### src/hdl/wer_pkg.sv
package wer_pkg;

   // Register geometry
   localparam int ADDR_W = 8;
   localparam int IDX_W  = 6;
   localparam int DATA_W = 32;
   localparam int REG_W  = 8;
   localparam int IDX_LSB = 2;

   // Register indices; byte address is four times the index
   localparam logic [IDX_W-1:0] IDX_IRQ_LOW       = 6'h02;
   localparam logic [IDX_W-1:0] IDX_IRQ_HIGH      = 6'h03;
   localparam logic [IDX_W-1:0] IDX_SMI_LOW       = 6'h04;
   localparam logic [IDX_W-1:0] IDX_BANK_SEL      = 6'h07;
   localparam logic [IDX_W-1:0] IDX_PEND_IRQ_LOW  = 6'h08;
   localparam logic [IDX_W-1:0] IDX_PEND_IRQ_HIGH = 6'h09;
   localparam logic [IDX_W-1:0] IDX_PEND_SMI_LOW  = 6'h0a;
   localparam logic [IDX_W-1:0] IDX_ROUTE_STAT    = 6'h0b;

   // Reset values and write masks
   localparam logic [REG_W-1:0]  ENABLE_RST     = 8'h00;
   localparam logic [REG_W-1:0]  BANK_SEL_RST   = 8'h00;
   localparam logic [REG_W-1:0]  IRQ_HIGH_WMASK = 8'hc2;
   localparam logic [REG_W-1:0]  REG_ZERO       = 8'h00;
   localparam logic [DATA_W-1:0] READ_ZERO      = 32'h0000_0000;

   // Status word slices seen by this block
   localparam int STS_MSB      = 31;
   localparam int STS_LSB      = 16;
   localparam int STS_LOW_LSB  = 16;
   localparam int STS_HIGH_LSB = 24;

   // Route status bit positions
   localparam int ROUTE_IRQ_BIT = 0;
   localparam int ROUTE_SMI_BIT = 1;

   // Bus handshake states
   typedef enum logic {
      WER_IDLE = 1'b0,
      WER_ACK  = 1'b1
   } wer_fsm_type;

   // Low interrupt enable fields, bit 7 first
   typedef struct packed {
      logic power_button_irq_en;
      logic sleep_button_irq_en;
      logic key3_irq_en;
      logic key2_irq_en;
      logic anykey_irq_en;
      logic mouse_irq_en;
      logic ring_port2_irq_en;
      logic ring_port1_irq_en;
   } wer_irq_low_type;

   // High interrupt enable fields, bit 7 first
   typedef struct packed {
      logic       soft_poweroff_irq_en;
      logic       soft_poweron_irq_en;
      logic [3:0] rsvd_5_2;
      logic       kbc_port_pin_irq_en;
      logic       rsvd_0;
   } wer_irq_high_type;

   // Low management interrupt enable fields, bit 7 first
   typedef struct packed {
      logic power_button_smi_en;
      logic sleep_button_smi_en;
      logic key3_smi_en;
      logic key2_smi_en;
      logic anykey_smi_en;
      logic mouse_smi_en;
      logic ring_port2_smi_en;
      logic ring_port1_smi_en;
   } wer_smi_low_type;

endpackage

### src/hdl/wer_route.sv
`timescale 1ns/1ps
`default_nettype none
module wer_route
   import wer_pkg::*;
(
   input  wire logic [REG_W-1:0] status_in,
   input  wire logic [REG_W-1:0] enable_in,
   output logic      [REG_W-1:0] pending_out,
   output logic                  any_out
);

   genvar gi;
   generate
      for (gi = 0; gi < REG_W; gi++) begin : g_bit
         // A latched event passes only while its enable is one
         assign pending_out[gi] = status_in[gi] & enable_in[gi]; // [RULE6]
      end
   endgenerate

   assign any_out = |pending_out; // [RULE21]

endmodule // wer_route
`default_nettype wire

### src/hdl/wer_top.sv
// Functional notes
// RULE1: Low interrupt enable register gates status bits 16-23 onto the interrupt request.
// RULE2: High interrupt enable register gates status bits 24-31 onto the interrupt request.
// RULE3: Low management enable register gates status bits 16-23 onto the management interrupt.
// RULE4: All three enable registers reset to 00h, every route disabled.
// RULE5: Enables sit at indices 02h, 03h, 04h regardless of bank selection.
// RULE6: Enable value zero blocks a route and is default; one allows it.
// RULE7: Low interrupt enable bit 7 routes the power-button event.
// RULE8: Low interrupt enable bit 6 routes the sleep-button event.
// RULE9: Low interrupt enable bits 5 and 4 route key 3 and key 2.
// RULE10: Low interrupt enable bit 3 routes any-key, key sequence or key 1.
// RULE11: Low interrupt enable bit 2 routes the detected mouse event.
// RULE12: Low interrupt enable bits 1 and 0 route serial port 2 and 1 ring.
// RULE13: High interrupt enable bit 7 routes the software power-off event.
// RULE14: High interrupt enable bit 6 routes the software power-on event.
// RULE15: High interrupt enable bit 1 routes the keyboard-controller pin; bits 5-2, 0 reserved.
// RULE16: Management enable bits 7 and 6 route power and sleep buttons.
// RULE17: Management enable bits 5 and 4 route key 3 and key 2.
// RULE18: Management enable bit 3 routes any-key, key sequence or key 1.
// RULE19: Management enable bit 2 routes the detected mouse event.
// RULE20: Management enable bits 1 and 0 route serial port 2 and 1 ring.
// RULE21: Requests stay asserted while any latched status bit has its enable set.
// RULE22: Reserved enable bits read zero and ignore writes.
`timescale 1ns/1ps
`default_nettype none
module wer_top
   import wer_pkg::*;
(
   input  wire logic                  sys_clk_in,
   input  wire logic                  nrst_in,
   input  wire logic [ADDR_W-1:0]     avs_address_in,
   input  wire logic                  avs_read_in,
   input  wire logic                  avs_write_in,
   input  wire logic [DATA_W-1:0]     avs_writedata_in,
   input  wire logic [DATA_W/8-1:0]   avs_byteenable_in,
   output logic      [DATA_W-1:0]     avs_readdata_out,
   output logic                       avs_waitrequest_out,
   input  wire logic [STS_MSB:STS_LSB] wake_event_status_in,
   output logic                       irq_out,
   output logic                       smi_out
);

   typedef struct packed {
      wer_fsm_type      fsm;
      logic             waitrequest;
      logic [DATA_W-1:0] readdata;
      logic [IDX_W-1:0] cap_idx;
      logic             cap_write;
      logic             cap_be0;
      logic [REG_W-1:0] cap_data;
      wer_irq_low_type  irq_en_low;
      wer_irq_high_type irq_en_high;
      wer_smi_low_type  smi_en_low;
      logic [REG_W-1:0] bank_sel;
      logic             irq;
      logic             smi;
   } wer_state_type;

   localparam wer_state_type STATE_RST = '{
      fsm:         WER_IDLE,
      waitrequest: 1'b1,
      readdata:    READ_ZERO,
      cap_idx:     IDX_IRQ_LOW,
      cap_write:   1'b0,
      cap_be0:     1'b0,
      cap_data:    REG_ZERO,
      irq_en_low:  wer_irq_low_type'(ENABLE_RST),
      irq_en_high: wer_irq_high_type'(ENABLE_RST),
      smi_en_low:  wer_smi_low_type'(ENABLE_RST),
      bank_sel:    BANK_SEL_RST,
      irq:         1'b0,
      smi:         1'b0
   };

   wer_state_type r;
   wer_state_type r_nxt;

   logic [REG_W-1:0] sts_low;
   logic [REG_W-1:0] sts_high;
   logic [REG_W-1:0] irq_low_gate;
   logic [REG_W-1:0] irq_high_gate;
   logic [REG_W-1:0] smi_low_gate;
   logic [REG_W-1:0] pend_irq_low;
   logic [REG_W-1:0] pend_irq_high;
   logic [REG_W-1:0] pend_smi_low;
   logic             any_irq_low;
   logic             any_irq_high;
   logic             any_smi_low;
   logic [IDX_W-1:0] req_idx;
   logic [REG_W-1:0] rd_byte;
   logic [DATA_W-1:0] rd_word;

   // Enable bit positions; the low interrupt and low management registers share one layout
   localparam int POS_POWER_BTN = 7;
   localparam int POS_SLEEP_BTN = 6;
   localparam int POS_KEY3      = 5;
   localparam int POS_KEY2      = 4;
   localparam int POS_ANYKEY    = 3;
   localparam int POS_MOUSE     = 2;
   localparam int POS_RING2     = 1;
   localparam int POS_RING1     = 0;

   // High interrupt register positions; every other position is reserved
   localparam int POS_SOFT_OFF  = 7;
   localparam int POS_SOFT_ON   = 6;
   localparam int POS_KBC_PIN   = 1;

   // Only the lowest byte lane carries register data
   localparam int BE_LOW_LANE   = 0;

   assign sts_low  = wake_event_status_in[STS_LOW_LSB+REG_W-1:STS_LOW_LSB];   // [RULE1] [RULE3]
   assign sts_high = wake_event_status_in[STS_HIGH_LSB+REG_W-1:STS_HIGH_LSB]; // [RULE2]

   // Bank selection is never part of the decode
   assign req_idx = avs_address_in[ADDR_W-1:IDX_LSB]; // [RULE5]

   // Event-by-event gates, placed by field so each enable lands on its own status bit
   always_comb begin
      irq_low_gate = REG_ZERO;
      irq_low_gate[POS_POWER_BTN] = r.irq_en_low.power_button_irq_en; // [RULE7]
      irq_low_gate[POS_SLEEP_BTN] = r.irq_en_low.sleep_button_irq_en; // [RULE8]
      irq_low_gate[POS_KEY3]      = r.irq_en_low.key3_irq_en;         // [RULE9]
      irq_low_gate[POS_KEY2]      = r.irq_en_low.key2_irq_en;         // [RULE9]
      irq_low_gate[POS_ANYKEY]    = r.irq_en_low.anykey_irq_en;       // [RULE10]
      irq_low_gate[POS_MOUSE]     = r.irq_en_low.mouse_irq_en;        // [RULE11]
      irq_low_gate[POS_RING2]     = r.irq_en_low.ring_port2_irq_en;   // [RULE12]
      irq_low_gate[POS_RING1]     = r.irq_en_low.ring_port1_irq_en;   // [RULE12]
   end

   always_comb begin
      // Reserved positions stay closed even if a stray value got in
      irq_high_gate = REG_ZERO;
      irq_high_gate[POS_SOFT_OFF] = r.irq_en_high.soft_poweroff_irq_en; // [RULE13]
      irq_high_gate[POS_SOFT_ON]  = r.irq_en_high.soft_poweron_irq_en;  // [RULE14]
      irq_high_gate[POS_KBC_PIN]  = r.irq_en_high.kbc_port_pin_irq_en;  // [RULE15]
   end

   always_comb begin
      smi_low_gate = REG_ZERO;
      smi_low_gate[POS_POWER_BTN] = r.smi_en_low.power_button_smi_en; // [RULE16]
      smi_low_gate[POS_SLEEP_BTN] = r.smi_en_low.sleep_button_smi_en; // [RULE16]
      smi_low_gate[POS_KEY3]      = r.smi_en_low.key3_smi_en;         // [RULE17]
      smi_low_gate[POS_KEY2]      = r.smi_en_low.key2_smi_en;         // [RULE17]
      smi_low_gate[POS_ANYKEY]    = r.smi_en_low.anykey_smi_en;       // [RULE18]
      smi_low_gate[POS_MOUSE]     = r.smi_en_low.mouse_smi_en;        // [RULE19]
      smi_low_gate[POS_RING2]     = r.smi_en_low.ring_port2_smi_en;   // [RULE20]
      smi_low_gate[POS_RING1]     = r.smi_en_low.ring_port1_smi_en;   // [RULE20]
   end

   wer_route u_route_irq_low (
      .status_in   (sts_low),
      .enable_in   (irq_low_gate),
      .pending_out (pend_irq_low),
      .any_out     (any_irq_low)
   );

   wer_route u_route_irq_high (
      .status_in   (sts_high),
      .enable_in   (irq_high_gate),
      .pending_out (pend_irq_high),
      .any_out     (any_irq_high)
   );

   wer_route u_route_smi_low (
      .status_in   (sts_low),
      .enable_in   (smi_low_gate),
      .pending_out (pend_smi_low),
      .any_out     (any_smi_low)
   );

   // Read multiplexer; narrow registers sit in the low byte, unmapped reads give zero
   always_comb begin
      rd_byte = REG_ZERO;
      unique case (req_idx)
         IDX_IRQ_LOW: begin
            rd_byte = r.irq_en_low;
         end
         IDX_IRQ_HIGH: begin
            rd_byte = r.irq_en_high & IRQ_HIGH_WMASK; // [RULE22]
         end
         IDX_SMI_LOW: begin
            rd_byte = r.smi_en_low;
         end
         IDX_BANK_SEL: begin
            rd_byte = r.bank_sel;
         end
         IDX_PEND_IRQ_LOW: begin
            rd_byte = pend_irq_low;
         end
         IDX_PEND_IRQ_HIGH: begin
            rd_byte = pend_irq_high;
         end
         IDX_PEND_SMI_LOW: begin
            rd_byte = pend_smi_low;
         end
         IDX_ROUTE_STAT: begin
            rd_byte[ROUTE_IRQ_BIT] = r.irq;
            rd_byte[ROUTE_SMI_BIT] = r.smi;
         end
         default: begin
            // Unmapped words read zero so software can probe without side effects
            rd_byte = REG_ZERO;
         end
      endcase
   end

   assign rd_word = {{(DATA_W-REG_W){1'b0}}, rd_byte};

   always_comb begin
      r_nxt = r;

      // Level outputs follow the gated status one clock later
      r_nxt.irq = any_irq_low | any_irq_high; // [RULE21] [RULE1] [RULE2]
      r_nxt.smi = any_smi_low;                // [RULE21] [RULE3]

      unique case (r.fsm)
         WER_IDLE: begin
            r_nxt.waitrequest = 1'b1;
            if (avs_read_in || avs_write_in) begin
               // Capture lets the commit edge use exactly what was offered
               r_nxt.fsm         = WER_ACK;
               r_nxt.waitrequest = 1'b0;
               r_nxt.cap_idx     = req_idx;
               r_nxt.cap_write   = avs_write_in;
               r_nxt.cap_be0     = avs_byteenable_in[BE_LOW_LANE];
               r_nxt.cap_data    = avs_writedata_in[REG_W-1:0];
               // Read data is taken at the accepting edge and stands until the next request
               if (avs_read_in) begin
                  r_nxt.readdata = rd_word;
               end else begin
                  r_nxt.readdata = READ_ZERO;
               end
            end
         end

         WER_ACK: begin
            // Commit on the edge where the master sees waitrequest low
            r_nxt.fsm         = WER_IDLE;
            r_nxt.waitrequest = 1'b1;
            if (r.cap_write && r.cap_be0) begin
               unique case (r.cap_idx)
                  IDX_IRQ_LOW: begin
                     r_nxt.irq_en_low = wer_irq_low_type'(r.cap_data); // [RULE1] [RULE5]
                  end
                  IDX_IRQ_HIGH: begin
                     // Reserved positions never take a one, so they always read back zero
                     r_nxt.irq_en_high = wer_irq_high_type'(r.cap_data & IRQ_HIGH_WMASK); // [RULE2] [RULE22]
                  end
                  IDX_SMI_LOW: begin
                     r_nxt.smi_en_low = wer_smi_low_type'(r.cap_data); // [RULE3] [RULE5]
                  end
                  IDX_BANK_SEL: begin
                     // Kept for software only; the decode above never looks at it
                     r_nxt.bank_sel = r.cap_data;
                  end
                  default: begin
                     // Read-only and unmapped words drop the write
                     r_nxt.bank_sel = r.bank_sel;
                  end
               endcase
            end
         end
      endcase
   end

   always_ff @(posedge sys_clk_in) begin
      if (!nrst_in) begin
         r <= STATE_RST; // [RULE4]
      end else begin
         r <= r_nxt;
      end
   end

   assign avs_readdata_out    = r.readdata;
   assign avs_waitrequest_out = r.waitrequest;
   assign irq_out             = r.irq;
   assign smi_out             = r.smi;

endmodule // wer_top
`default_nettype wire

### config.mk
export PLATFORM = sky130hd
export DESIGN_NAME = wer_top
export DESIGN_NICKNAME = d
export VERILOG_FILES = /design/src/hdl/wer_pkg.sv /design/src/hdl/wer_route.sv /design/src/hdl/wer_top.sv
export SDC_FILE = /design/constraint.sdc
export NUM_CORES = 1
export LEC_CHECK = 0
export BUFFER_PORTS_ARGS = -buffer_cell sky130_fd_sc_hd__buf_2
export CAP_MARGIN = 5
export CORE_MARGIN = 2
export CORE_UTILIZATION = 54
export CTS_CLUSTER_DIAMETER = 200
export CTS_CLUSTER_SIZE = 30
export DETAILED_ROUTE_END_ITERATION = 12
export GPL_TIMING_DRIVEN = 0
export PLACE_DENSITY = 0.85
export SETUP_SLACK_MARGIN = 0.15
export SYNTH_ARGS = -nofsm -noshare
export SYNTH_HDL_FRONTEND = slang
export SYNTH_SLANG_ARGS = --single-unit
### constraint.sdc
create_clock -name sys_clk_in -period 2.37 [get_ports sys_clk_in]
set_input_delay 0.237 -clock sys_clk_in [delete_from_list [all_inputs] [get_ports sys_clk_in]]
set_output_delay 0.237 -clock sys_clk_in [all_outputs]
set_load 0.03 [all_outputs]
; ---- Word-level counts from Yosys, hierarchy flattened
; Cells that the tools add are included.
[totals]
input_bits = 64
reg_bits = 79
out_inout_bits = 35
word_cells = 77
[op_classes]
mux = 5
eq_ne = 12
reduce_logical = 10
bitwise_logic = 21
[op_table]
columns = op, count
row1 = 50-bit 2-to-1 mux, 1
row2 = 6-bit one-hot mux with 7 select lines, 1
row3 = "6-bit by 2-bit equality test with 1-bit output, second input constant", 4
row4 = "6-bit by 3-bit equality test with 1-bit output, second input constant", 4
row5 = "6-bit by 4-bit equality test with 1-bit output, second input constant", 4
row6 = 1-bit bitwise AND, 19
row7 = 2-bit one-hot mux with 8 select lines, 1
row8 = 8-bit OR reduction, 2
row9 = 3-bit AND reduction, 4
row10 = 8-bit 2-to-1 mux, 1
row11 = 2-bit one-hot mux with 2 select lines, 1
row12 = 3-bit OR reduction, 1
row13 = 2-bit AND reduction, 1
row14 = 1-bit logical AND, 1
row15 = 1-bit logical OR, 1
row16 = 1-bit inverter, 1
row17 = 1-bit OR, 1

; ---- Logic depth before layout (Yosys ltp)
; Gate-level depths: netlist of the first run.
[logic_depth]
ltp_word = 5
depth_mapped = 7
ltp_nobuf = 5

; ---- Cells and area by module
; Synthesis of the first run repeated with hierarchy kept, for this count alone.
[hier_totals]
cells_unflattened = 356
hier_area_um2 = 3135.5
[by_module_without_submodules]
columns = module, cells_each, n_inst, seq_area_each_um2, area_each_um2
row1 = wer_top, 323, 1, 1101.1, 2914.0
row2 = wer_route, 11, 3, 0.0, 73.8

; ---- Worst setup path before layout of the first run
; Ideal clock, no wire load.
[synth_path]
path_type = reg-to-reg
from = register r[49] (netlist name)
to = register r, in the netlist irq_high_gate[1]
synth_period_minus_slack_ns = 1.619
setup_slack_ns = 0.751
arrival_time_ns = 1.503
setup_time_ns = 0.116
t_required_ns = 2.254
path_buffers = 1
stages_incl_launch_ff = 6
cell_sequence = dfxtp_1 nor4b_1 nand4_1 or3b_1 clkbuf_1 a31o_2
[synth_between]
elab_chain_len = 2
[synth_rtl]
columns = item, line_no
row1 = start: declaration, wer_top.sv:75  ; wer_state_type r;
row2 = start signal: assignment, wer_top.sv:270  ; r <= r_nxt;
row3 = 6-bit by 2-bit equality test with 1-bit output, wer_top.sv:241  ; unique case (r.cap_idx)
row4 = 3-bit AND reduction (no line), n/a
; No other way between the ends.
; A chain may end at the register's enable or synchronous reset.

; ---- Worst setup path in the final report of the first run
[layout_path]
from = register r[83] (netlist name)
to = register r, in the netlist irq_low_gate[6]
[layout_between]
elab_chain_len = 1
[layout_rtl]
columns = item
row1 = 3-bit AND reduction (no line)
; No other way between the ends.

==> report_table.html, run 1 <==
<table>
<tr><th>Metric</th><th>Value</th></tr>
<tr><th colspan="2">Synth</th></tr>
<tr><td>Synthesized area per cell</td><td>8.54 um2</td></tr>
<tr><td>Cell area after synthesis</td><td>2900 um2</td></tr>
<tr><td>Share of synthesized registers carrying an async set or reset</td><td>0%</td></tr>
<tr><td>Most common flop cell mapped by yosys</td><td>sky130_fd_sc_hd__dfxtp_1</td></tr>
<tr><td>Leading cell types by total area after synthesis</td><td>sky130_fd_sc_hd__dfxtp_1 38%, sky130_fd_sc_hd__buf_4 8.8%, sky130_fd_sc_hd__nand2_1 7.4%</td></tr>
<tr><td>Fraction of synthesized cell area taken by the top area cell type</td><td>37.9%</td></tr>
<tr><td>Part of the Yosys area used for sequential elements</td><td>37.9%</td></tr>
<tr><td>Post-Synthesis Cells</td><td>340</td></tr>
<tr><td>Count of unique library cells instantiated by Yosys</td><td>58</td></tr>
<tr><td>Number of synthesized register bits</td><td>55</td></tr>
<tr><td>Count of warnings emitted by yosys</td><td>0</td></tr>
<tr><td>Count of flip-flops with a built-in enable after synthesis</td><td>0</td></tr>
<tr><td>Library cell with the largest summed area after synthesis</td><td>sky130_fd_sc_hd__dfxtp_1</td></tr>
<tr><th colspan="2">Timing</th></tr>
<tr><td>Final Slew Violations</td><td>0</td></tr>
<tr><td>Slew Limit Headroom</td><td>64.7%</td></tr>
<tr><td>Sum Neg Setup Slack</td><td>0 ns</td></tr>
<tr><td>Number of setup violations in the final report</td><td>0</td></tr>
<tr><td>Setup repair after global routing missed its margin</td><td>no</td></tr>
<tr><td>Worst clock skew on the final layout</td><td>0.00372 ns</td></tr>
<tr><td>Fin crit share</td><td>75.6%</td></tr>
<tr><td>Count of final hold-check violations</td><td>0</td></tr>
<tr><td>Worst setup slack after layout</td><td>0.578 ns</td></tr>
<tr><td>Fmax</td><td>558 MHz</td></tr>
<tr><td>Tightest Pin Transition</td><td>0.527 ns</td></tr>
<tr><td>Final period demand of the worst path</td><td>1.79 ns</td></tr>
<tr><th colspan="2">Global route</th></tr>
<tr><td>Total track usage</td><td>23.8%</td></tr>
<tr><td>First-pass GRT wire length</td><td>11.3 mm</td></tr>
<tr><td>Overflow left after global routing</td><td>0</td></tr>
<tr><td>Initial antenna violation count</td><td>0</td></tr>
<tr><td>Number of global-route vias before repair</td><td>2339</td></tr>
<tr><td>Largest net degree at the start of global routing</td><td>17</td></tr>
<tr><th colspan="2">Place</th></tr>
<tr><td>Placed cells</td><td>471</td></tr>
<tr><td>Post-DP HPWL</td><td>5.40 mm</td></tr>
<tr><td>Pre-CTS setup slack</td><td>0.472 ns</td></tr>
<tr><td>Area after detailed placement</td><td>3270 um2</td></tr>
<tr><td>Count of buffers inserted at the top-level ports</td><td>38</td></tr>
<tr><td>Weighted congestion at the end of routability-driven global placement</td><td>0.915</td></tr>
<tr><th colspan="2">Critical path</th></tr>
<tr><td>Cell family with most CP delay</td><td>simple AND/OR/NAND/NOR gates</td></tr>
<tr><td>Worst setup startpoint</td><td>r[83]</td></tr>
<tr><td>Startpoint of the worst-slack reg-to-reg timing path</td><td>r[83]</td></tr>
<tr><td>Worst EP required</td><td>2.62 ns</td></tr>
<tr><td>Worst setup slack for register-to-register paths</td><td>0.58 ns</td></tr>
<tr><td>Crit Path Class</td><td>reg2reg</td></tr>
<tr><td>Number of buffer and inverter instances along the worst setup path</td><td>1</td></tr>
<tr><td>Crit start category</td><td>flop</td></tr>
<tr><td>Worst endpoint data arrival time</td><td>2.04 ns</td></tr>
<tr><td>End of the worst register-to-register path</td><td>irq_low_gate[6]</td></tr>
<tr><td>Worst path slowest cell</td><td>sky130_fd_sc_hd__nor3_2</td></tr>
<tr><td>R2r worst-path depth</td><td>6</td></tr>
<tr><td>Peak per-stage delay on the critical path</td><td>0.39 ns</td></tr>
<tr><td>CP cell instances</td><td>nor4b_1 -&gt; nand4_1 -&gt; nor3_2 -&gt; buf_2 -&gt; nand3_1 -&gt; o21ai_0</td></tr>
<tr><td>Sort of element at the end of the critical path</td><td>flop</td></tr>
<tr><td>Maximum fanout count along the critical path</td><td>10</td></tr>
<tr><td>Stages on the worst setup path</td><td>6</td></tr>
<tr><th colspan="2">Clock network</th></tr>
<tr><td>Number of buffers inserted for hold repair after clock tree synthesis</td><td>0</td></tr>
<tr><td>Clock sink count</td><td>55</td></tr>
<tr><td>Post-cts sizing count</td><td>0</td></tr>
<tr><td>Clock Tree Root</td><td>sky130_fd_sc_hd__clkbuf_8</td></tr>
<tr><td>Max Buffers Root-to-Sink</td><td>2</td></tr>
<tr><td>Clock latency reported for the late side of the worst-skew pair</td><td>0.31 ns</td></tr>
<tr><td>Inserted Clock Buffers</td><td>5</td></tr>
<tr><td>H-tree levels</td><td>2</td></tr>
<tr><td>TritonCTS clock tree</td><td>built</td></tr>
<tr><td>Setup fix buffers added after clock tree synthesis</td><td>0</td></tr>
<tr><td>Clock-pin slew of the registers on the worst-case setup and hold paths</td><td>0.10 ns</td></tr>
<tr><th colspan="2">Outcome</th></tr>
<tr><td>Status</td><td>completed</td></tr>
<tr><th colspan="2">Die</th></tr>
<tr><td>Die height</td><td>77.3 um</td></tr>
<tr><td>Die X-Extent</td><td>77.3 um</td></tr>
<tr><td>Number of standard-cell rows in the floorplan</td><td>26</td></tr>
<tr><td>Starting utilization of the core area</td><td>56.5%</td></tr>
<tr><td>Number of top-level design ports</td><td>99</td></tr>
<tr><td>Core Footprint</td><td>5140 um2</td></tr>
<tr><td>Die area</td><td>5980 um2</td></tr>
<tr><th colspan="2">Drt</th></tr>
<tr><td>DRC</td><td>0</td></tr>
<tr><td>Total vias in the final route</td><td>2592</td></tr>
<tr><td>Violation count after the first detailed-route iteration</td><td>235</td></tr>
<tr><td>Wire length after detailed routing</td><td>7.05 mm</td></tr>
<tr><td>Count of antenna-violating nets left after detailed routing</td><td>0</td></tr>
<tr><td>Post-detailed-route via-to-cell ratio</td><td>5.41</td></tr>
<tr><td>Length of the first detailed-routing pass in iterations</td><td>5</td></tr>
<tr><td>DR WL/cell</td><td>14.7 um</td></tr>
<tr><th colspan="2">Cells and area</th></tr>
<tr><td>Cell area after layout</td><td>3390 um2</td></tr>
<tr><td>Share of layout cells above drive strength 1</td><td>24.4%</td></tr>
<tr><td>Number of nets at the end of the flow</td><td>472</td></tr>
<tr><td>Final instance count without filler cells</td><td>479</td></tr>
<tr><td>Ant diodes</td><td>0</td></tr>
<tr><td>Synthesis-to-finish area growth</td><td>16.6%</td></tr>
<tr><td>Count of fill cells added during filler insertion</td><td>490</td></tr>
<tr><th colspan="2">Power</th></tr>
<tr><td>Standby leakage power</td><td>1.54 nW</td></tr>
<tr><td>Peak supply drop</td><td>461 uV</td></tr>
<tr><td>Pwr per Cell Area</td><td>551 nW/um2</td></tr>
<tr><th colspan="2">Run</th></tr>
<tr><td>Number of violations of the max-capacitance limit</td><td>0</td></tr>
<tr><th colspan="2">Worst hold path</th></tr>
<tr><td>Hold path depth</td><td>3</td></tr>
<tr><td>Beginning of the worst hold path</td><td>avs_writedata_in[7]</td></tr>
<tr><td>Type of the worst min-delay path</td><td>in2reg</td></tr>
<tr><td>Worst-case hold path end point</td><td>r[41]</td></tr>
</table>
[flip-flops by register name (all words and copies together), names as in the netlist]
register,count
irq_out,1
avs_waitrequest_out,1
avs_readdata_out,8
irq_low_gate,8
irq_high_gate,3
r,33
smi_out,1
[stage by stage]
stage / hold slack (ns) / utilization, % / total power, mW
final: 0.163 / 65.9 / 1.87
after global routing: 0.164 / 65.9 / 1.93
after CTS: 0.158 / 65.9 / 1.87
after detailed placement: 0.461 / 63.6 / 1.23
after global placement: 0.445 / 63.6 / 1.23
after floorplan: 0.382 / - / 1.16
[synthesized netlist by cell type, types with 2 or more instances]
cell type                   n
sky130_fd_sc_hd__buf_6      2
sky130_fd_sc_hd__a21o_1     2
sky130_fd_sc_hd__a222oi_1   2
sky130_fd_sc_hd__inv_1     10
sky130_fd_sc_hd__a21boi_0  16
sky130_fd_sc_hd__dfxtp_1   55
sky130_fd_sc_hd__buf_4     34
sky130_fd_sc_hd__nor2_1    11
sky130_fd_sc_hd__o221ai_1   3
sky130_fd_sc_hd__buf_2      4
sky130_fd_sc_hd__a21oi_1    9
sky130_fd_sc_hd__nand2_1   57
sky130_fd_sc_hd__a221oi_1   2
sky130_fd_sc_hd__a22o_1    10
sky130_fd_sc_hd__o21ai_0   12
sky130_fd_sc_hd__a22oi_1    3
sky130_fd_sc_hd__and3_1     2
sky130_fd_sc_hd__a31oi_1    2
sky130_fd_sc_hd__mux2i_1   17
sky130_fd_sc_hd__nand3_1   15
sky130_fd_sc_hd__nand4_1    3
sky130_fd_sc_hd__clkbuf_1  11
sky130_fd_sc_hd__nor3_1     2
sky130_fd_sc_hd__a31o_2     3
sky130_fd_sc_hd__nor4b_1    3
sky130_fd_sc_hd__nor2b_1   18
[power by group]
group / internal, mW / switching (mW) / total [mW]
registers: 0.946 / 0.0233 / 0.969
clock network: 0.342 / 0.310 / 0.652
logic: 0.0899 / 0.155 / 0.245
[cells by family (layout without fill, tap and decap cells)]
logic type | Yosys count | after routing | share of synthesized area, %
AO/OA/AOI/OAI | 75 | 75 | 19.0
buffers and inverters | 62 | 108 | 13.1
flip-flops | 55 | 55 | 37.9
multiplexers | 17 | 17 | 5.86
other | 1 | 24 | 0.129
AND/OR/NAND/NOR | 130 | 130 | 24.0
[tightest hold or removal path: stages]
cell	delay (ns)
sky130_fd_sc_hd__buf_2	0.09
sky130_fd_sc_hd__nand2_1	0.04
sky130_fd_sc_hd__a21boi_0	0.06
[per-layer routing]
layer / vias to the layer above / wire (um) / global-route usage (%) / share of wire (%)
met5: - / 0 / 0 / 0
met4: 0 / 120 / 9.11 / 1.7
met3: 11 / 537 / 4.65 / 7.6
met2: 112 / 3270 / 39.0 / 46
met1: 1193 / 3120 / 31.1 / 44
li1: 1276 / - / - / -
[cell type report]
class	instances	area [um2]	area share [%]
Buffer	52	343	10.1
Tap cell	70	87.6	2.59
Inverter	10	37.5	1.11
Multi-Input combinational cell	246	1510	44.6
Timing Repair Buffer	38	190	5.62
Clock inverter	2	35.0	1.03
Sequential cell	55	1100	32.5
Clock buffer	6	82.6	2.44
[cells in the final DEF, fill, tap and decap left out, types with 2 or more instances in the layout]
cell	synthesis	routed
sky130_fd_sc_hd__a22o_1	10	10
sky130_fd_sc_hd__conb_1	1	24
sky130_fd_sc_hd__o221ai_1	3	3
sky130_fd_sc_hd__nor3_1	2	2
sky130_fd_sc_hd__o21ai_0	12	12
sky130_fd_sc_hd__nor2_1	11	11
sky130_fd_sc_hd__inv_1	10	10
sky130_fd_sc_hd__a21o_1	2	2
sky130_fd_sc_hd__buf_4	34	34
sky130_fd_sc_hd__a222oi_1	2	2
sky130_fd_sc_hd__nor4b_1	3	3
sky130_fd_sc_hd__mux2i_1	17	17
sky130_fd_sc_hd__nand3_1	15	15
sky130_fd_sc_hd__clkbuf_8	0	6
sky130_fd_sc_hd__a31o_2	3	3
sky130_fd_sc_hd__nand4_1	3	3
sky130_fd_sc_hd__a31oi_1	2	2
sky130_fd_sc_hd__buf_2	4	42
sky130_fd_sc_hd__clkbuf_1	11	11
sky130_fd_sc_hd__buf_6	2	2
sky130_fd_sc_hd__a21oi_1	9	9
sky130_fd_sc_hd__nand2_1	57	57
sky130_fd_sc_hd__a21boi_0	16	16
sky130_fd_sc_hd__nor2b_1	18	18
sky130_fd_sc_hd__a221oi_1	2	2
sky130_fd_sc_hd__dfxtp_1	55	55
sky130_fd_sc_hd__a22oi_1	3	3
sky130_fd_sc_hd__and3_1	2	2
[worst max path at each step]
stage                                      to
after detailed placement  avs_readdata_out[5]
after global placement    avs_readdata_out[0]
after floorplan              irq_high_gate[1]
final                         irq_low_gate[6]
after CTS                     irq_low_gate[6]
after global routing          irq_low_gate[6]
Note: power is estimated with default switching activity, not from simulation.
==> run 2, diff against run 1 <==
Settings changed: CORE_UTILIZATION 54 to 50, PLACE_DENSITY 0.85 to 0.8.
Clock period 2.37 ns to 1.85 ns, I/O delays scaled along.
==> run 2 against run 1 <==
Die area grew 7.6%. Sequential cell count stayed put. First-iteration DRC count shrank 5.1%. Hold slack worse by 0.058 ns. Fmax grew 2.4%. Sequential power up 29%. Power rose by 30%. Core utilization down 2.6 points. Via count increased by 0.96%. Largest cell class unchanged.
==> report_table.html, run 2 (synthesis results as in run 1) <==
<table>
<tr><th>Metric</th><th>Value</th></tr>
<tr><th colspan="2">Outcome</th></tr>
<tr><td>Status</td><td>completed</td></tr>
<tr><th colspan="2">Die</th></tr>
<tr><td>Core Footprint</td><td>5570 um2</td></tr>
<tr><td>Number of standard-cell rows in the floorplan</td><td>27</td></tr>
<tr><td>Die X-Extent</td><td>80.2 um</td></tr>
<tr><td>Die area</td><td>6430 um2</td></tr>
<tr><td>Die height</td><td>80.2 um</td></tr>
<tr><td>Starting utilization of the core area</td><td>52.1%</td></tr>
<tr><td>Number of top-level design ports</td><td>99</td></tr>
<tr><th colspan="2">Drt</th></tr>
<tr><td>Total vias in the final route</td><td>2617</td></tr>
<tr><td>Wire length after detailed routing</td><td>7.12 mm</td></tr>
<tr><td>DRC</td><td>0</td></tr>
<tr><td>Count of antenna-violating nets left after detailed routing</td><td>0</td></tr>
<tr><td>Length of the first detailed-routing pass in iterations</td><td>5</td></tr>
<tr><td>Violation count after the first detailed-route iteration</td><td>223</td></tr>
<tr><td>Post-detailed-route via-to-cell ratio</td><td>5.40</td></tr>
<tr><td>DR WL/cell</td><td>14.7 um</td></tr>
<tr><th colspan="2">Global route</th></tr>
<tr><td>Number of global-route vias before repair</td><td>2375</td></tr>
<tr><td>First-pass GRT wire length</td><td>11.3 mm</td></tr>
<tr><td>Largest net degree at the start of global routing</td><td>18</td></tr>
<tr><td>Overflow left after global routing</td><td>0</td></tr>
<tr><td>Total track usage</td><td>22.5%</td></tr>
<tr><td>Met1 usage</td><td>29.6%</td></tr>
<tr><td>Met3 Usage GRT</td><td>3.60%</td></tr>
<tr><td>Global routing usage on met2</td><td>36.1%</td></tr>
<tr><td>Initial antenna violation count</td><td>0</td></tr>
<tr><td>Most congested layer reported by global routing</td><td>met2</td></tr>
<tr><th colspan="2">Clock network</th></tr>
<tr><td>Clock sink count</td><td>55</td></tr>
<tr><td>Number of buffers inserted for hold repair after clock tree synthesis</td><td>0</td></tr>
<tr><td>H-tree levels</td><td>2</td></tr>
<tr><td>Max Buffers Root-to-Sink</td><td>2</td></tr>
<tr><td>Clock latency reported for the late side of the worst-skew pair</td><td>0.32 ns</td></tr>
<tr><td>TritonCTS clock tree</td><td>built</td></tr>
<tr><td>Clock Tree Root</td><td>sky130_fd_sc_hd__clkbuf_8</td></tr>
<tr><td>Clock-pin slew of the registers on the worst-case setup and hold paths</td><td>0.10 ns</td></tr>
<tr><td>Inserted Clock Buffers</td><td>5</td></tr>
<tr><th colspan="2">Timing</th></tr>
<tr><td>Tightest Pin Transition</td><td>0.566 ns</td></tr>
<tr><td>Count of final hold-check violations</td><td>0</td></tr>
<tr><td>Final Slew Violations</td><td>0</td></tr>
<tr><td>Fmax</td><td>572 MHz</td></tr>
<tr><td>Number of setup violations in the final report</td><td>0</td></tr>
<tr><td>Sum Neg Setup Slack</td><td>0 ns</td></tr>
<tr><td>Worst setup slack after layout</td><td>0.100 ns</td></tr>
<tr><td>Fin crit share</td><td>94.6%</td></tr>
<tr><td>Final period demand of the worst path</td><td>1.75 ns</td></tr>
<tr><td>Setup repair after global routing missed its margin</td><td>yes</td></tr>
<tr><td>Worst clock skew on the final layout</td><td>0.00565 ns</td></tr>
<tr><td>Slew Limit Headroom</td><td>61.8%</td></tr>
<tr><th colspan="2">Power</th></tr>
<tr><td>Standby leakage power</td><td>1.58 nW</td></tr>
<tr><td>Peak supply drop</td><td>512 uV</td></tr>
<tr><td>Pwr per Cell Area</td><td>689 nW/um2</td></tr>
<tr><td>Power consumption</td><td>2.43 mW</td></tr>
<tr><th colspan="2">Cells and area</th></tr>
<tr><td>Share of layout cells above drive strength 1</td><td>27.1%</td></tr>
<tr><td>Commonest cells after routing, fill and taps aside</td><td>57 x sky130_fd_sc_hd__nand2_1, 54 x sky130_fd_sc_hd__dfxtp_1, 41 x sky130_fd_sc_hd__buf_2, 37 x sky130_fd_sc_hd__buf_4, 24 x sky130_fd_sc_hd__conb_1</td></tr>
<tr><td>Final Core Density</td><td>63.2%</td></tr>
<tr><td>Ant diodes</td><td>0</td></tr>
<tr><td>Leading cell type in the layout, fill and taps excluded</td><td>sky130_fd_sc_hd__nand2_1</td></tr>
<tr><td>Synthesis-to-finish area growth</td><td>21.4%</td></tr>
<tr><td>Number of nets at the end of the flow</td><td>476</td></tr>
<tr><td>Flip-flop count of the largest register, all copies and words added</td><td>33</td></tr>
<tr><td>Largest Register</td><td>r</td></tr>
<tr><th colspan="2">Run</th></tr>
<tr><td>Number of violations of the max-capacitance limit</td><td>0</td></tr>
<tr><th colspan="2">Place</th></tr>
<tr><td>Count of buffers inserted at the top-level ports</td><td>38</td></tr>
<tr><td>Pre-CTS setup slack</td><td>0.0245 ns</td></tr>
<tr><td>Post-DP HPWL</td><td>5.26 mm</td></tr>
<tr><td>Weighted congestion at the end of routability-driven global placement</td><td>0.904</td></tr>
<tr><th colspan="2">Critical path</th></tr>
<tr><td>Sort of element at the end of the critical path</td><td>flop</td></tr>
<tr><td>Worst endpoint data arrival time</td><td>2.00 ns</td></tr>
<tr><td>Maximum fanout count along the critical path</td><td>7</td></tr>
<tr><td>Crit Path Class</td><td>reg2reg</td></tr>
<tr><td>Worst EP required</td><td>2.10 ns</td></tr>
<tr><td>R2r worst-path depth</td><td>7</td></tr>
<tr><td>Crit start category</td><td>flop</td></tr>
<tr><th colspan="2">Worst hold path</th></tr>
<tr><td>Hold path depth</td><td>3</td></tr>
<tr><td>Type of the worst min-delay path</td><td>in2reg</td></tr>
</table>
run 2: area by class of cell:
cell class,instances,area [um2]
plain buffers,52,357
flip-flops and latches,55,1100
fillers,510,2050
well taps,72,90.1
multi-input cells,246,1590
clock buffers,6,82.6
clock inverters,2,38.8
repair buffers,42,224
inverters,10,37.5
run 2: power breakdown:
part           switching (mW)  total, mW  internal (mW)  leakage [nW]
logic                   0.203      0.322          0.119          1.07
clock network           0.409      0.855          0.446        0.0618
registers              0.0389       1.25           1.21         0.447
total                   0.651       2.43           1.78          1.58
run 2: critical path: stages (launching register included):
cell and delay, ns:
sky130_fd_sc_hd__dfxtp_2 0.35, sky130_fd_sc_hd__nor4b_4 0.33, sky130_fd_sc_hd__nand4_1 0.17, sky130_fd_sc_hd__buf_4 0.17, sky130_fd_sc_hd__nor3_4 0.32, sky130_fd_sc_hd__buf_6 0.18
sky130_fd_sc_hd__nand3_2 0.08, sky130_fd_sc_hd__o21ai_2 0.08
run 2: through the flow:
stage / hold slack [ns] / std cells / cell area [um2]
CTS: 0.102 / 482 / 3420
global route: 0.102 / 485 / 3520
finish: 0.105 / 485 / 3520
global placement: 0.438 / 473 / 3270
detailed placement: 0.444 / 473 / 3270
floorplan: 0.330 / 363 / 2990
run 2: final timing paths:
path / start / to / slack, ns
min: avs_writedata_in[1] / r[35] / 0.11
min reg2reg: avs_readdata_out[3] / avs_readdata_out[3] / 0.49
max: r[48] / irq_low_gate[7] / 0.10
max reg2reg: r[48] / irq_low_gate[7] / 0.10
run 2: per-layer routing:
| layer | vias up | share of wire (%) |
|---|---|---|
| met5 | - | 0 |
| met4 | 0 | 2.3 |
| met3 | 15 | 6.5 |
| met2 | 121 | 45 |
| met1 | 1201 | 46 |
| li1 | 1280 | - |
run 2: timing repair:
item | in CTS | in global routing
endpoints found under the hold margin | 0 | 0
endpoints found under the setup margin | 19 | 22
setup buffers | 1 | 2
pin swaps | 1 | 7
resized for setup | 5 | 23
cloned | 0 | 1
